===== src/rtl/aisel_params.svh =====
`ifndef AISEL_PARAMS_SVH
`define AISEL_PARAMS_SVH

// Register indices; byte address is four times the index
`define AISEL_IDX_RESULT_LOW   8'h78
`define AISEL_IDX_RESULT_HIGH  8'h79
`define AISEL_IDX_CONV_CTRL    8'h7A
`define AISEL_IDX_CTRL_B       8'h7B
`define AISEL_IDX_INPUT_SEL    8'h7C
`define AISEL_IDX_IRQ_STATUS   8'h80
`define AISEL_IDX_IRQ_CLEAR    8'h81
`define AISEL_IDX_IRQ_ENABLE   8'h82

// Input select fields
`define AISEL_REF_HI           7
`define AISEL_REF_LO           6
`define AISEL_ALIGN_BIT        5
`define AISEL_CHAN_HI          4

// Control B fields
`define AISEL_CMP_MUX_BIT      6
`define AISEL_EXT_BIT          3
`define AISEL_TRIG_HI          2
`define AISEL_CTRL_B_MASK      8'h4F

// Conversion control fields
`define AISEL_START_BIT        0
`define AISEL_AUTO_BIT         1
`define AISEL_BUSY_BIT         2

// Reset values
`define AISEL_INPUT_SEL_RST    8'h00
`define AISEL_CTRL_B_RST       8'h00

// Bus answers
`define AISEL_RESP_OKAY        2'h0
`define AISEL_RESP_SLVERR      2'h2

`endif


===== src/rtl/aisel_pkg.sv =====
package aisel_pkg;

    // Reference source choice
    typedef enum logic [1:0] {
        AISEL_REF_PIN    = 2'h0,
        AISEL_REF_SUPPLY = 2'h1,
        AISEL_REF_INT_1V1 = 2'h2,
        AISEL_REF_INT_2V56 = 2'h3
    } aisel_ref_e;

    // Gain stage choice
    typedef enum logic [1:0] {
        AISEL_GAIN_1X   = 2'h0,
        AISEL_GAIN_10X  = 2'h1,
        AISEL_GAIN_200X = 2'h2
    } aisel_gain_e;

    // Conversion tracking
    typedef enum logic [1:0] {
        AISEL_IDLE = 2'h0,
        AISEL_CONV = 2'h1
    } aisel_state_e;

    // Routing presented to the analog front end
    typedef struct packed {
        logic        valid;
        logic        diff;
        aisel_gain_e gain;
        logic [3:0]  pos;
        logic [3:0]  neg;
    } aisel_route_s;

endpackage


===== src/rtl/aisel_top.sv =====
// Summary of operation
// - Bits 7:6 pick reference source
// - Reference/channel writes wait until conversion completes
// - Bit 5 selects left or right alignment
// - Alignment change shows at once
// - Six-bit code from low five plus extension
// - Extension write held until conversion ends
// - Reduced-pin variant ignores extension bit
// - Codes 0-7 single-ended inputs 0-7
// - Codes 8-15 gained differential pairs
// - Codes 16-29 unity-gain differential pairs
// - Differential result 10-bit two's complement, saturating
// - Input select at 0x7C, RW, reset zero
// - Control B at 0x7B, reserved bits zero
// - Auto trigger starts on selected rising edge
// - Done flag set when result updated
`include "aisel_params.svh"
`timescale 1ns/10ps
`default_nettype none

module aisel_top
    import aisel_pkg::*;
#(
    parameter int ADDR_W      = 12,
    parameter bit HAS_EXT_SEL = 1'b1
)
(
    // Clock, reset, enable
    input  wire logic              core_clk,
    input  wire logic              rst_n,
    input  wire logic              ce,
    // AXI4-Lite write
    input  wire logic [ADDR_W-1:0] s_axi_awaddr,
    input  wire logic              s_axi_awvalid,
    output var  logic              s_axi_awready,
    input  wire logic [31:0]       s_axi_wdata,
    input  wire logic [3:0]        s_axi_wstrb,
    input  wire logic              s_axi_wvalid,
    output var  logic              s_axi_wready,
    output var  logic [1:0]        s_axi_bresp,
    output var  logic              s_axi_bvalid,
    input  wire logic              s_axi_bready,
    // AXI4-Lite read
    input  wire logic [ADDR_W-1:0] s_axi_araddr,
    input  wire logic              s_axi_arvalid,
    output var  logic              s_axi_arready,
    output var  logic [31:0]       s_axi_rdata,
    output var  logic [1:0]        s_axi_rresp,
    output var  logic              s_axi_rvalid,
    input  wire logic              s_axi_rready,
    // Converter core
    input  wire logic              conv_done,
    input  wire logic signed [10:0] conv_raw,
    output var  logic              conv_start,
    // Analog routing
    output var  aisel_ref_e        active_ref,
    output var  aisel_route_s      active_route,
    output var  logic              comparator_mux_enable,
    // Trigger pins and interrupt
    input  wire logic [7:0]        trig_pins,
    output var  logic              irq
);

    // Code to routing decode
    function automatic aisel_route_s decode(input logic [5:0] code);
        aisel_route_s r;
        logic [3:0]   base;
        r    = '0;
        base = {code[5], 3'h0};
        unique case (code[4:3])
            2'h0:
            begin
                r.valid = 1'b1;
                r.pos   = base + {1'b0, code[2:0]};
            end
            2'h1:
            begin
                r.valid = 1'b1;
                r.diff  = 1'b1;
                r.neg   = base + {2'h0, code[2], 1'b0};
                r.pos   = base + {2'h0, code[2], code[0]};
                r.gain  = code[1] ? AISEL_GAIN_200X : AISEL_GAIN_10X;
            end
            2'h2:
            begin
                r.valid = 1'b1;
                r.diff  = 1'b1;
                r.pos   = base + {1'b0, code[2:0]};
                r.neg   = base + 4'h1;
            end
            2'h3:
            begin
                r.valid = (code[2:0] < 3'h6);
                r.diff  = r.valid;
                r.pos   = base + {1'b0, code[2:0]};
                r.neg   = base + 4'h2;
            end
        endcase
        return r;
    endfunction

    // Registers
    logic [7:0]    input_sel_reg;
    logic [7:0]    ctrl_b_reg;
    logic          auto_reg;
    logic [9:0]    result_reg;
    logic          status_reg;
    logic          enable_reg;
    logic [5:0]    active_code_reg;
    aisel_state_e  state_reg;
    logic [7:0]    trig_s1_reg;
    logic [7:0]    trig_s2_reg;
    logic          trig_prev_reg;
    logic          aw_got_reg;
    logic          w_got_reg;
    logic [ADDR_W-1:0] awaddr_reg;
    logic [31:0]   wdata_reg;
    logic          wstrb0_reg;

    // Write decode
    wire       wr_fire   = aw_got_reg && w_got_reg && !s_axi_bvalid;
    wire [7:0] wr_idx    = awaddr_reg[9:2];
    wire       wr_lane   = wr_fire && wstrb0_reg;
    wire [7:0] wr_byte   = wdata_reg[7:0];
    wire       wr_in_sel = wr_lane && (wr_idx == `AISEL_IDX_INPUT_SEL);
    wire       wr_ctrl_b = wr_lane && (wr_idx == `AISEL_IDX_CTRL_B);
    wire       wr_conv   = wr_lane && (wr_idx == `AISEL_IDX_CONV_CTRL);
    wire       wr_clear  = wr_lane && (wr_idx == `AISEL_IDX_IRQ_CLEAR);
    wire       wr_enable = wr_lane && (wr_idx == `AISEL_IDX_IRQ_ENABLE);
    wire       wr_known  = (wr_idx == `AISEL_IDX_INPUT_SEL) || (wr_idx == `AISEL_IDX_CTRL_B)
                        || (wr_idx == `AISEL_IDX_CONV_CTRL) || (wr_idx == `AISEL_IDX_IRQ_CLEAR)
                        || (wr_idx == `AISEL_IDX_IRQ_ENABLE) || (wr_idx == `AISEL_IDX_RESULT_LOW)
                        || (wr_idx == `AISEL_IDX_RESULT_HIGH) || (wr_idx == `AISEL_IDX_IRQ_STATUS);

    // Live selection fields
    wire       ext_bit   = HAS_EXT_SEL ? ctrl_b_reg[`AISEL_EXT_BIT] : 1'b0;
    wire [5:0] live_code = {ext_bit, input_sel_reg[`AISEL_CHAN_HI:0]};
    wire       left_al   = input_sel_reg[`AISEL_ALIGN_BIT];
    wire       busy      = (state_reg == AISEL_CONV);

    // Trigger edge on the selected synchronised pin
    wire [2:0] trig_sel  = ctrl_b_reg[`AISEL_TRIG_HI:0];
    wire       trig_now  = trig_s2_reg[trig_sel];
    wire       trig_edge = trig_now && !trig_prev_reg;
    wire       sw_start  = wr_conv && wr_byte[`AISEL_START_BIT];
    wire       start_go  = !busy && (sw_start || (auto_reg && trig_edge));
    wire       done_go   = busy && conv_done;

    // Result saturation into 10 bits
    wire       raw_hi_d  = (conv_raw > 11'sd511);
    wire       raw_lo_d  = (conv_raw < -11'sd512);
    wire [9:0] sat_diff  = raw_hi_d ? 10'h1FF : (raw_lo_d ? 10'h200 : conv_raw[9:0]);
    wire [9:0] sat_se    = conv_raw[10] ? 10'h000 : conv_raw[9:0];
    wire [9:0] sat_val   = active_route.diff ? sat_diff : sat_se;

    // Result byte presentation follows the live alignment bit
    wire [7:0] res_low   = left_al ? {result_reg[1:0], 6'h00} : result_reg[7:0];
    wire [7:0] res_high  = left_al ? result_reg[9:2] : {6'h00, result_reg[9:8]};

    // Flag next value, set beats clear
    wire       status_next = done_go || (status_reg && !(wr_clear && wr_byte[0]));

    // Read decode
    wire [7:0] rd_idx = s_axi_araddr[9:2];
    logic [7:0] rd_byte;
    logic       rd_ok;
    always_comb
    begin
        rd_ok   = 1'b1;
        rd_byte = 8'h00;
        unique case (rd_idx)
            `AISEL_IDX_INPUT_SEL:   rd_byte = input_sel_reg;
            `AISEL_IDX_CTRL_B:      rd_byte = ctrl_b_reg;
            `AISEL_IDX_RESULT_LOW:  rd_byte = res_low;
            `AISEL_IDX_RESULT_HIGH: rd_byte = res_high;
            `AISEL_IDX_CONV_CTRL:   rd_byte = {5'h00, busy, auto_reg, busy};
            `AISEL_IDX_IRQ_STATUS:  rd_byte = {7'h00, status_reg};
            `AISEL_IDX_IRQ_ENABLE:  rd_byte = {7'h00, enable_reg};
            `AISEL_IDX_IRQ_CLEAR:   rd_byte = 8'h00;
            default:                rd_ok   = 1'b0;
        endcase
    end

    // Write channel capture, either order
    always_ff @(posedge core_clk)
    begin
        if (!rst_n)
        begin
            aw_got_reg   <= 1'b0;
            w_got_reg    <= 1'b0;
            awaddr_reg   <= '0;
            wdata_reg    <= 32'h0000_0000;
            wstrb0_reg   <= 1'b0;
            s_axi_bvalid <= 1'b0;
            s_axi_bresp  <= `AISEL_RESP_OKAY;
            s_axi_awready <= 1'b0;
            s_axi_wready  <= 1'b0;
        end
        else if (ce)
        begin
            s_axi_awready <= !aw_got_reg && !(s_axi_awvalid && s_axi_awready) && !wr_fire;
            s_axi_wready  <= !w_got_reg && !(s_axi_wvalid && s_axi_wready) && !wr_fire;
            if (s_axi_awvalid && s_axi_awready)
            begin
                aw_got_reg <= 1'b1;
                awaddr_reg <= s_axi_awaddr;
            end
            if (s_axi_wvalid && s_axi_wready)
            begin
                w_got_reg  <= 1'b1;
                wdata_reg  <= s_axi_wdata;
                wstrb0_reg <= s_axi_wstrb[0];
            end
            if (wr_fire)
            begin
                aw_got_reg   <= 1'b0;
                w_got_reg    <= 1'b0;
                s_axi_bvalid <= 1'b1;
                s_axi_bresp  <= wr_known ? `AISEL_RESP_OKAY : `AISEL_RESP_SLVERR;
            end
            else if (s_axi_bready)
                s_axi_bvalid <= 1'b0;
        end
    end

    // Read channel
    always_ff @(posedge core_clk)
    begin
        if (!rst_n)
        begin
            s_axi_arready <= 1'b0;
            s_axi_rvalid  <= 1'b0;
            s_axi_rdata   <= 32'h0000_0000;
            s_axi_rresp   <= `AISEL_RESP_OKAY;
        end
        else if (ce)
        begin
            s_axi_arready <= !s_axi_rvalid && !(s_axi_arvalid && s_axi_arready);
            if (s_axi_arvalid && s_axi_arready)
            begin
                s_axi_rvalid <= 1'b1;
                s_axi_rdata  <= {24'h000000, rd_byte};
                s_axi_rresp  <= rd_ok ? `AISEL_RESP_OKAY : `AISEL_RESP_SLVERR;
            end
            else if (s_axi_rready)
                s_axi_rvalid <= 1'b0;
        end
    end

    // Software registers
    always_ff @(posedge core_clk)
    begin
        if (!rst_n)
        begin
            input_sel_reg <= `AISEL_INPUT_SEL_RST;
            ctrl_b_reg    <= `AISEL_CTRL_B_RST;
            auto_reg      <= 1'b0;
            enable_reg    <= 1'b0;
        end
        else if (ce)
        begin
            if (wr_in_sel)
                input_sel_reg <= wr_byte;
            if (wr_ctrl_b)
                ctrl_b_reg <= wr_byte & `AISEL_CTRL_B_MASK;
            if (wr_conv)
                auto_reg <= wr_byte[`AISEL_AUTO_BIT];
            if (wr_enable)
                enable_reg <= wr_byte[0];
        end
    end

    // Conversion tracking with frozen selection, trigger synchroniser and edge history
    always_ff @(posedge core_clk)
    begin
        if (!rst_n)
        begin
            trig_s1_reg     <= 8'h00;
            trig_s2_reg     <= 8'h00;
            trig_prev_reg   <= 1'b0;
            state_reg       <= AISEL_IDLE;
            conv_start      <= 1'b0;
            active_code_reg <= 6'h00;
            active_ref      <= AISEL_REF_PIN;
            active_route    <= decode(6'h00);
            result_reg      <= 10'h000;
            status_reg      <= 1'b0;
            irq             <= 1'b0;
        end
        else if (ce)
        begin
            trig_s1_reg   <= trig_pins;
            trig_s2_reg   <= trig_s1_reg;
            trig_prev_reg <= trig_now;
            conv_start <= start_go;
            status_reg <= status_next;
            irq        <= status_next && enable_reg;
            if (!busy)
            begin
                active_code_reg <= live_code;
                active_ref      <= aisel_ref_e'(input_sel_reg[`AISEL_REF_HI:`AISEL_REF_LO]);
                active_route    <= decode(live_code);
            end
            unique case (state_reg)
                AISEL_IDLE:
                    if (start_go)
                        state_reg <= AISEL_CONV;
                AISEL_CONV:
                    if (conv_done)
                    begin
                        state_reg  <= AISEL_IDLE;
                        result_reg <= sat_val;
                    end
                default:
                    state_reg <= AISEL_IDLE;
            endcase
        end
    end

    assign comparator_mux_enable = ctrl_b_reg[`AISEL_CMP_MUX_BIT];

    // Checks
    a_sel_held_busy: assert property (@(posedge core_clk) disable iff (!rst_n)
        busy && !conv_done |=> $stable(active_code_reg) && $stable(active_ref))
        else $error("selection changed during conversion");
    a_sel_follows_idle: assert property (@(posedge core_clk) disable iff (!rst_n)
        ce && !busy |=> active_code_reg == $past(live_code))
        else $error("selection did not follow registers while idle");
    a_ref_applied: assert property (@(posedge core_clk) disable iff (!rst_n)
        ce && !busy |=> active_ref == $past(input_sel_reg[7:6]))
        else $error("reference not applied");
    a_ext_ignored: assert property (@(posedge core_clk) disable iff (!rst_n)
        !HAS_EXT_SEL |-> !active_code_reg[5])
        else $error("extension bit used on reduced variant");
    a_single_route: assert property (@(posedge core_clk) disable iff (!rst_n)
        active_code_reg < 6'h08 |-> !active_route.diff && active_route.gain == AISEL_GAIN_1X
            && active_route.pos == {1'b0, active_code_reg[2:0]})
        else $error("single-ended route wrong");
    a_gain_pairs: assert property (@(posedge core_clk) disable iff (!rst_n)
        active_code_reg[5:3] == 3'h1 |-> active_route.diff && active_route.gain != AISEL_GAIN_1X)
        else $error("gained pair route wrong");
    a_unity_pairs: assert property (@(posedge core_clk) disable iff (!rst_n)
        active_code_reg >= 6'h10 && active_code_reg <= 6'h19
            |-> active_route.diff && active_route.gain == AISEL_GAIN_1X)
        else $error("unity pair route wrong");
    a_diff_saturate: assert property (@(posedge core_clk) disable iff (!rst_n)
        ce && done_go && active_route.diff && conv_raw > 11'sd511 |=> result_reg == 10'h1FF)
        else $error("positive full scale not saturated");
    a_done_flag: assert property (@(posedge core_clk) disable iff (!rst_n)
        ce && done_go |=> status_reg && !busy)
        else $error("done flag not set");
    a_auto_start: assert property (@(posedge core_clk) disable iff (!rst_n)
        ce && !busy && auto_reg && trig_edge |=> conv_start ##1 1'b1)
        else $error("trigger edge did not start conversion");
    a_ctrl_b_zero: assert property (@(posedge core_clk) disable iff (!rst_n)
        ctrl_b_reg[7] == 1'b0 && ctrl_b_reg[5:4] == 2'h0)
        else $error("reserved control bits set");
    c_auto_conv: cover property (@(posedge core_clk) disable iff (!rst_n)
        auto_reg && trig_edge && !busy ##[1:40] done_go);
    c_held_write: cover property (@(posedge core_clk) disable iff (!rst_n)
        busy && wr_in_sel ##[1:40] done_go);
    c_irq_raise: cover property (@(posedge core_clk) disable iff (!rst_n)
        enable_reg && done_go ##1 irq);

endmodule

`default_nettype wire


===== config.mk =====
export PLATFORM = sky130hd
export DESIGN_NAME = aisel_top
export DESIGN_NICKNAME = d
export VERILOG_FILES = /design/src/rtl/aisel_pkg.sv /design/src/rtl/aisel_top.sv
export VERILOG_INCLUDE_DIRS = /design/src /design/src/rtl
export SDC_FILE = /design/constraint.sdc
export NUM_CORES = 1
export LEC_CHECK = 0
export BUFFER_PORTS_ARGS = -buffer_cell sky130_fd_sc_hd__buf_2
export CAP_MARGIN = 20
export CORE_ASPECT_RATIO = 0.5
export CORE_MARGIN = 5
export CORE_UTILIZATION = 48
export DETAILED_ROUTE_END_ITERATION = 12
export GPL_ROUTABILITY_DRIVEN = 0
export PLACE_DENSITY = 0.76
export SYNTH_ARGS = -nofsm -noshare
export SYNTH_HDL_FRONTEND = slang
export SYNTH_SLANG_ARGS = --single-unit
export TNS_END_PERCENT = 100

===== constraint.sdc =====
create_clock -name core_clk -period 1.9 [get_ports core_clk]
set_input_delay 0.38 -clock core_clk [delete_from_list [all_inputs] [get_ports core_clk]]
set_output_delay 0.38 -clock core_clk [all_outputs]
set_load 0.1 [all_outputs]

==> reports/metrics.cfg <==
[die]
io_pins=146
coreArea_sq_mm=0.00945
die_y_um=79.5
die_area_sq_mm=0.0118
fp.dieW_um=149
start_util=0.491
fp-row-count=25

[cells_and_area]
final-instance-count-excl-fill=741
nNetsFinal=698
final_area_sq_mm=0.00535
postLayoutCoreUtil=0.566
seqCellArea_sq_mm=0.00187
multi_input_area_sq_mm=0.00245
drive_gt1_frac=0.213
fill_cells=870
n_antenna_cell=0
area_delta_synth_final_pct=15.4
largest_reg_flops=11

[detailed_routing]
wl_per_cell_um=13.9
drt_wl_total_um=10300
dr.pass1.iters=5
vias=3742
drc=0
vias_per_cell=5.05
drt_first_iter_violations=238
ant_nets=0

[grt]
grt_max_degree=50
grt-ovfl-total=0
grt_pass1_vias=3509
antenna_found_initial=0
grt_usage=0.179
grt_pass1_wl_um=17100

[clock_tree]
clock_path_buffers=2
cts_tree=built
cts_hold_buf=0
cts_buffers=9
cts_root_buffer=clkbuf_16
cts.sinks=93
cts_resized=0
worstSkewPairLatency_ns=0.34
clk_pin_slew_worst_paths_ns=0.06
postCtsSetupBuffers=0
htreeDepth=3

[critical_path]
cp_data_arrival_time_ns=1.89
cp-end-kind=register
crit_required_ns=2.13
reg2reg_depth=5
cp_slowest_stage_delay_ns=0.40
worstSetupPathType=reg2reg
critPathLaunchType=register
worstPathMaxFanout=8
worstPathCellList=nand4_1, nor4_1, nand4_2, mux2i_1, nor2b_1
slowest_stage=nand4_2

[min_path]
hp-class=in2reg
min_path_cells=3

[placement]
io_buffers=83
dpl.hpwl_um=7640
place_ws_ns=0.201
dpl.cell_count=728
place_area_sq_mm=0.00509

[status]
status=completed

[timing]
setup_viol=0
fin_ws_ns=0.237
rsz0062_at_grt=no
min_period_ns=1.66
period_share=0.875
tns_ns=0
slew_violations=0
hold_viol=0
finalClockSkew_ns=0.00636
max_freq_ghz=0.601

[logic_synthesis]
async_flop_share=0
synthFlopType=dfxtp_1
yosysMostFrequentCell=dfxtp_1
netlist.area_leader.share=0.402
synth-edff-count=0
syn_avg_cell_area_sq_um=8.80
ys_top_cells_by_area=dfxtp_1 40%, mux2i_1 8.9%, nor2b_1 6.7%, nand2_1 5.7%, buf_4 4.7%
synthCells=527
ys_seq_elements=93
synth_warnings=0
synth-seq-area-share=0.402
ys_types=50
synthTopCellsByCount=93 x dfxtp_1, 70 x nand2_1, 50 x nor2b_1
syn_area_sq_mm=0.00464
yosysTopAreaCell=dfxtp_1

[pwr]
p_leak_nw=2.26
powerDensity_mw_per_mm2=786
ir_drop_mv=0.399

[job]
maxCapViolations=0

==> power breakdown <==
part	internal, mW	leakage, nW	switching (mW)	total, mW
logic	0.141	1.38	0.451	0.592
registers	1.99	0.755	0.0293	2.02
clock network	0.864	0.119	0.729	1.59
==> worst max-delay path: cells and delay by family (launching register included) <==
family,cells,cell delay [ns]
simple gates,4,0.91
mux,1,0.26
flops,1,0.38
==> cells by family after synthesis <==
kind of cell	synth area share
DFF	0.402
other	0.000809
AOI/OAI and AO/OA	0.145
and+or+nand+nor	0.226
adders and majority gates	0.0356
buffers and inverters	0.0899
muxes	0.101
==> cell usage in the layout (no fill, tap or decap), types with 3 or more instances in the layout <==
master / count
dfxtp_2: 3
buf_2: 83
nor2_1: 14
and3_1: 5
mux2_2: 5
buf_4: 16
clkbuf_16: 9
a21oi_1: 27
nor3_1: 11
nand3b_1: 7
o21a_1: 4
conb_1: 27
nand4_1: 4
maj3_1: 9
nor2b_1: 50
nand2_1: 70
nand2b_1: 4
inv_1: 13
nand3_1: 12
a22oi_1: 5
nor3b_1: 5
o21ai_0: 21
a21boi_0: 28
ha_1: 6
dfxtp_1: 90
mux2i_1: 41
==> routing by layer <==
| metal | GRT usage | up-vias | wire (um) |
|---|---|---|---|
| li1 | - | 1912 | - |
| met1 | 0.240 | 1711 | 5030 |
| met2 | 0.281 | 108 | 4430 |
| met3 | 0.0488 | 11 | 714 |
| met4 | 0.0530 | 0 | 129 |
| met5 | 0 | - | 0 |
==> worst paths after layout <==
check / from / to / slack [ns]
worst min register to register: s_axi_rdata[5]$_SDFFE_PN0P_ / s_axi_rdata[5]$_SDFFE_PN0P_ / 0.45
worst min-delay path: s_axi_awaddr[7] / awaddr_reg[7]$_SDFFE_PN0P_ / 0.28
worst max-delay path: awaddr_reg[8]$_SDFFE_PN0P_ / input_sel_reg[0]$_SDFFE_PN0P_ / 0.24
worst max register to register: awaddr_reg[8]$_SDFFE_PN0P_ / input_sel_reg[0]$_SDFFE_PN0P_ / 0.24
==> layout make-up <==
cell class,count,area share
inverter,13,0.00912
multi-input combinational,387,0.459
clock inverter,4,0.00538
sequential,93,0.349
tap,135,0.0316
clock buffer,9,0.0421
timing repair buffer,100,0.104
==> per-stage QoR <==
| step | total power, mW | hold slack [ns] |
|---|---|---|
| 2_1_floorplan | 2.58 | 0.443 |
| 3_3_place_gp | 2.64 | 0.441 |
| 3_5_place_dp | 2.65 | 0.442 |
| 4_1_cts | 4.23 | 0.276 |
| 5_1_grt | 4.36 | 0.288 |
| 6_report | 4.20 | 0.278 |
Power figures use the tool's default switching activity.
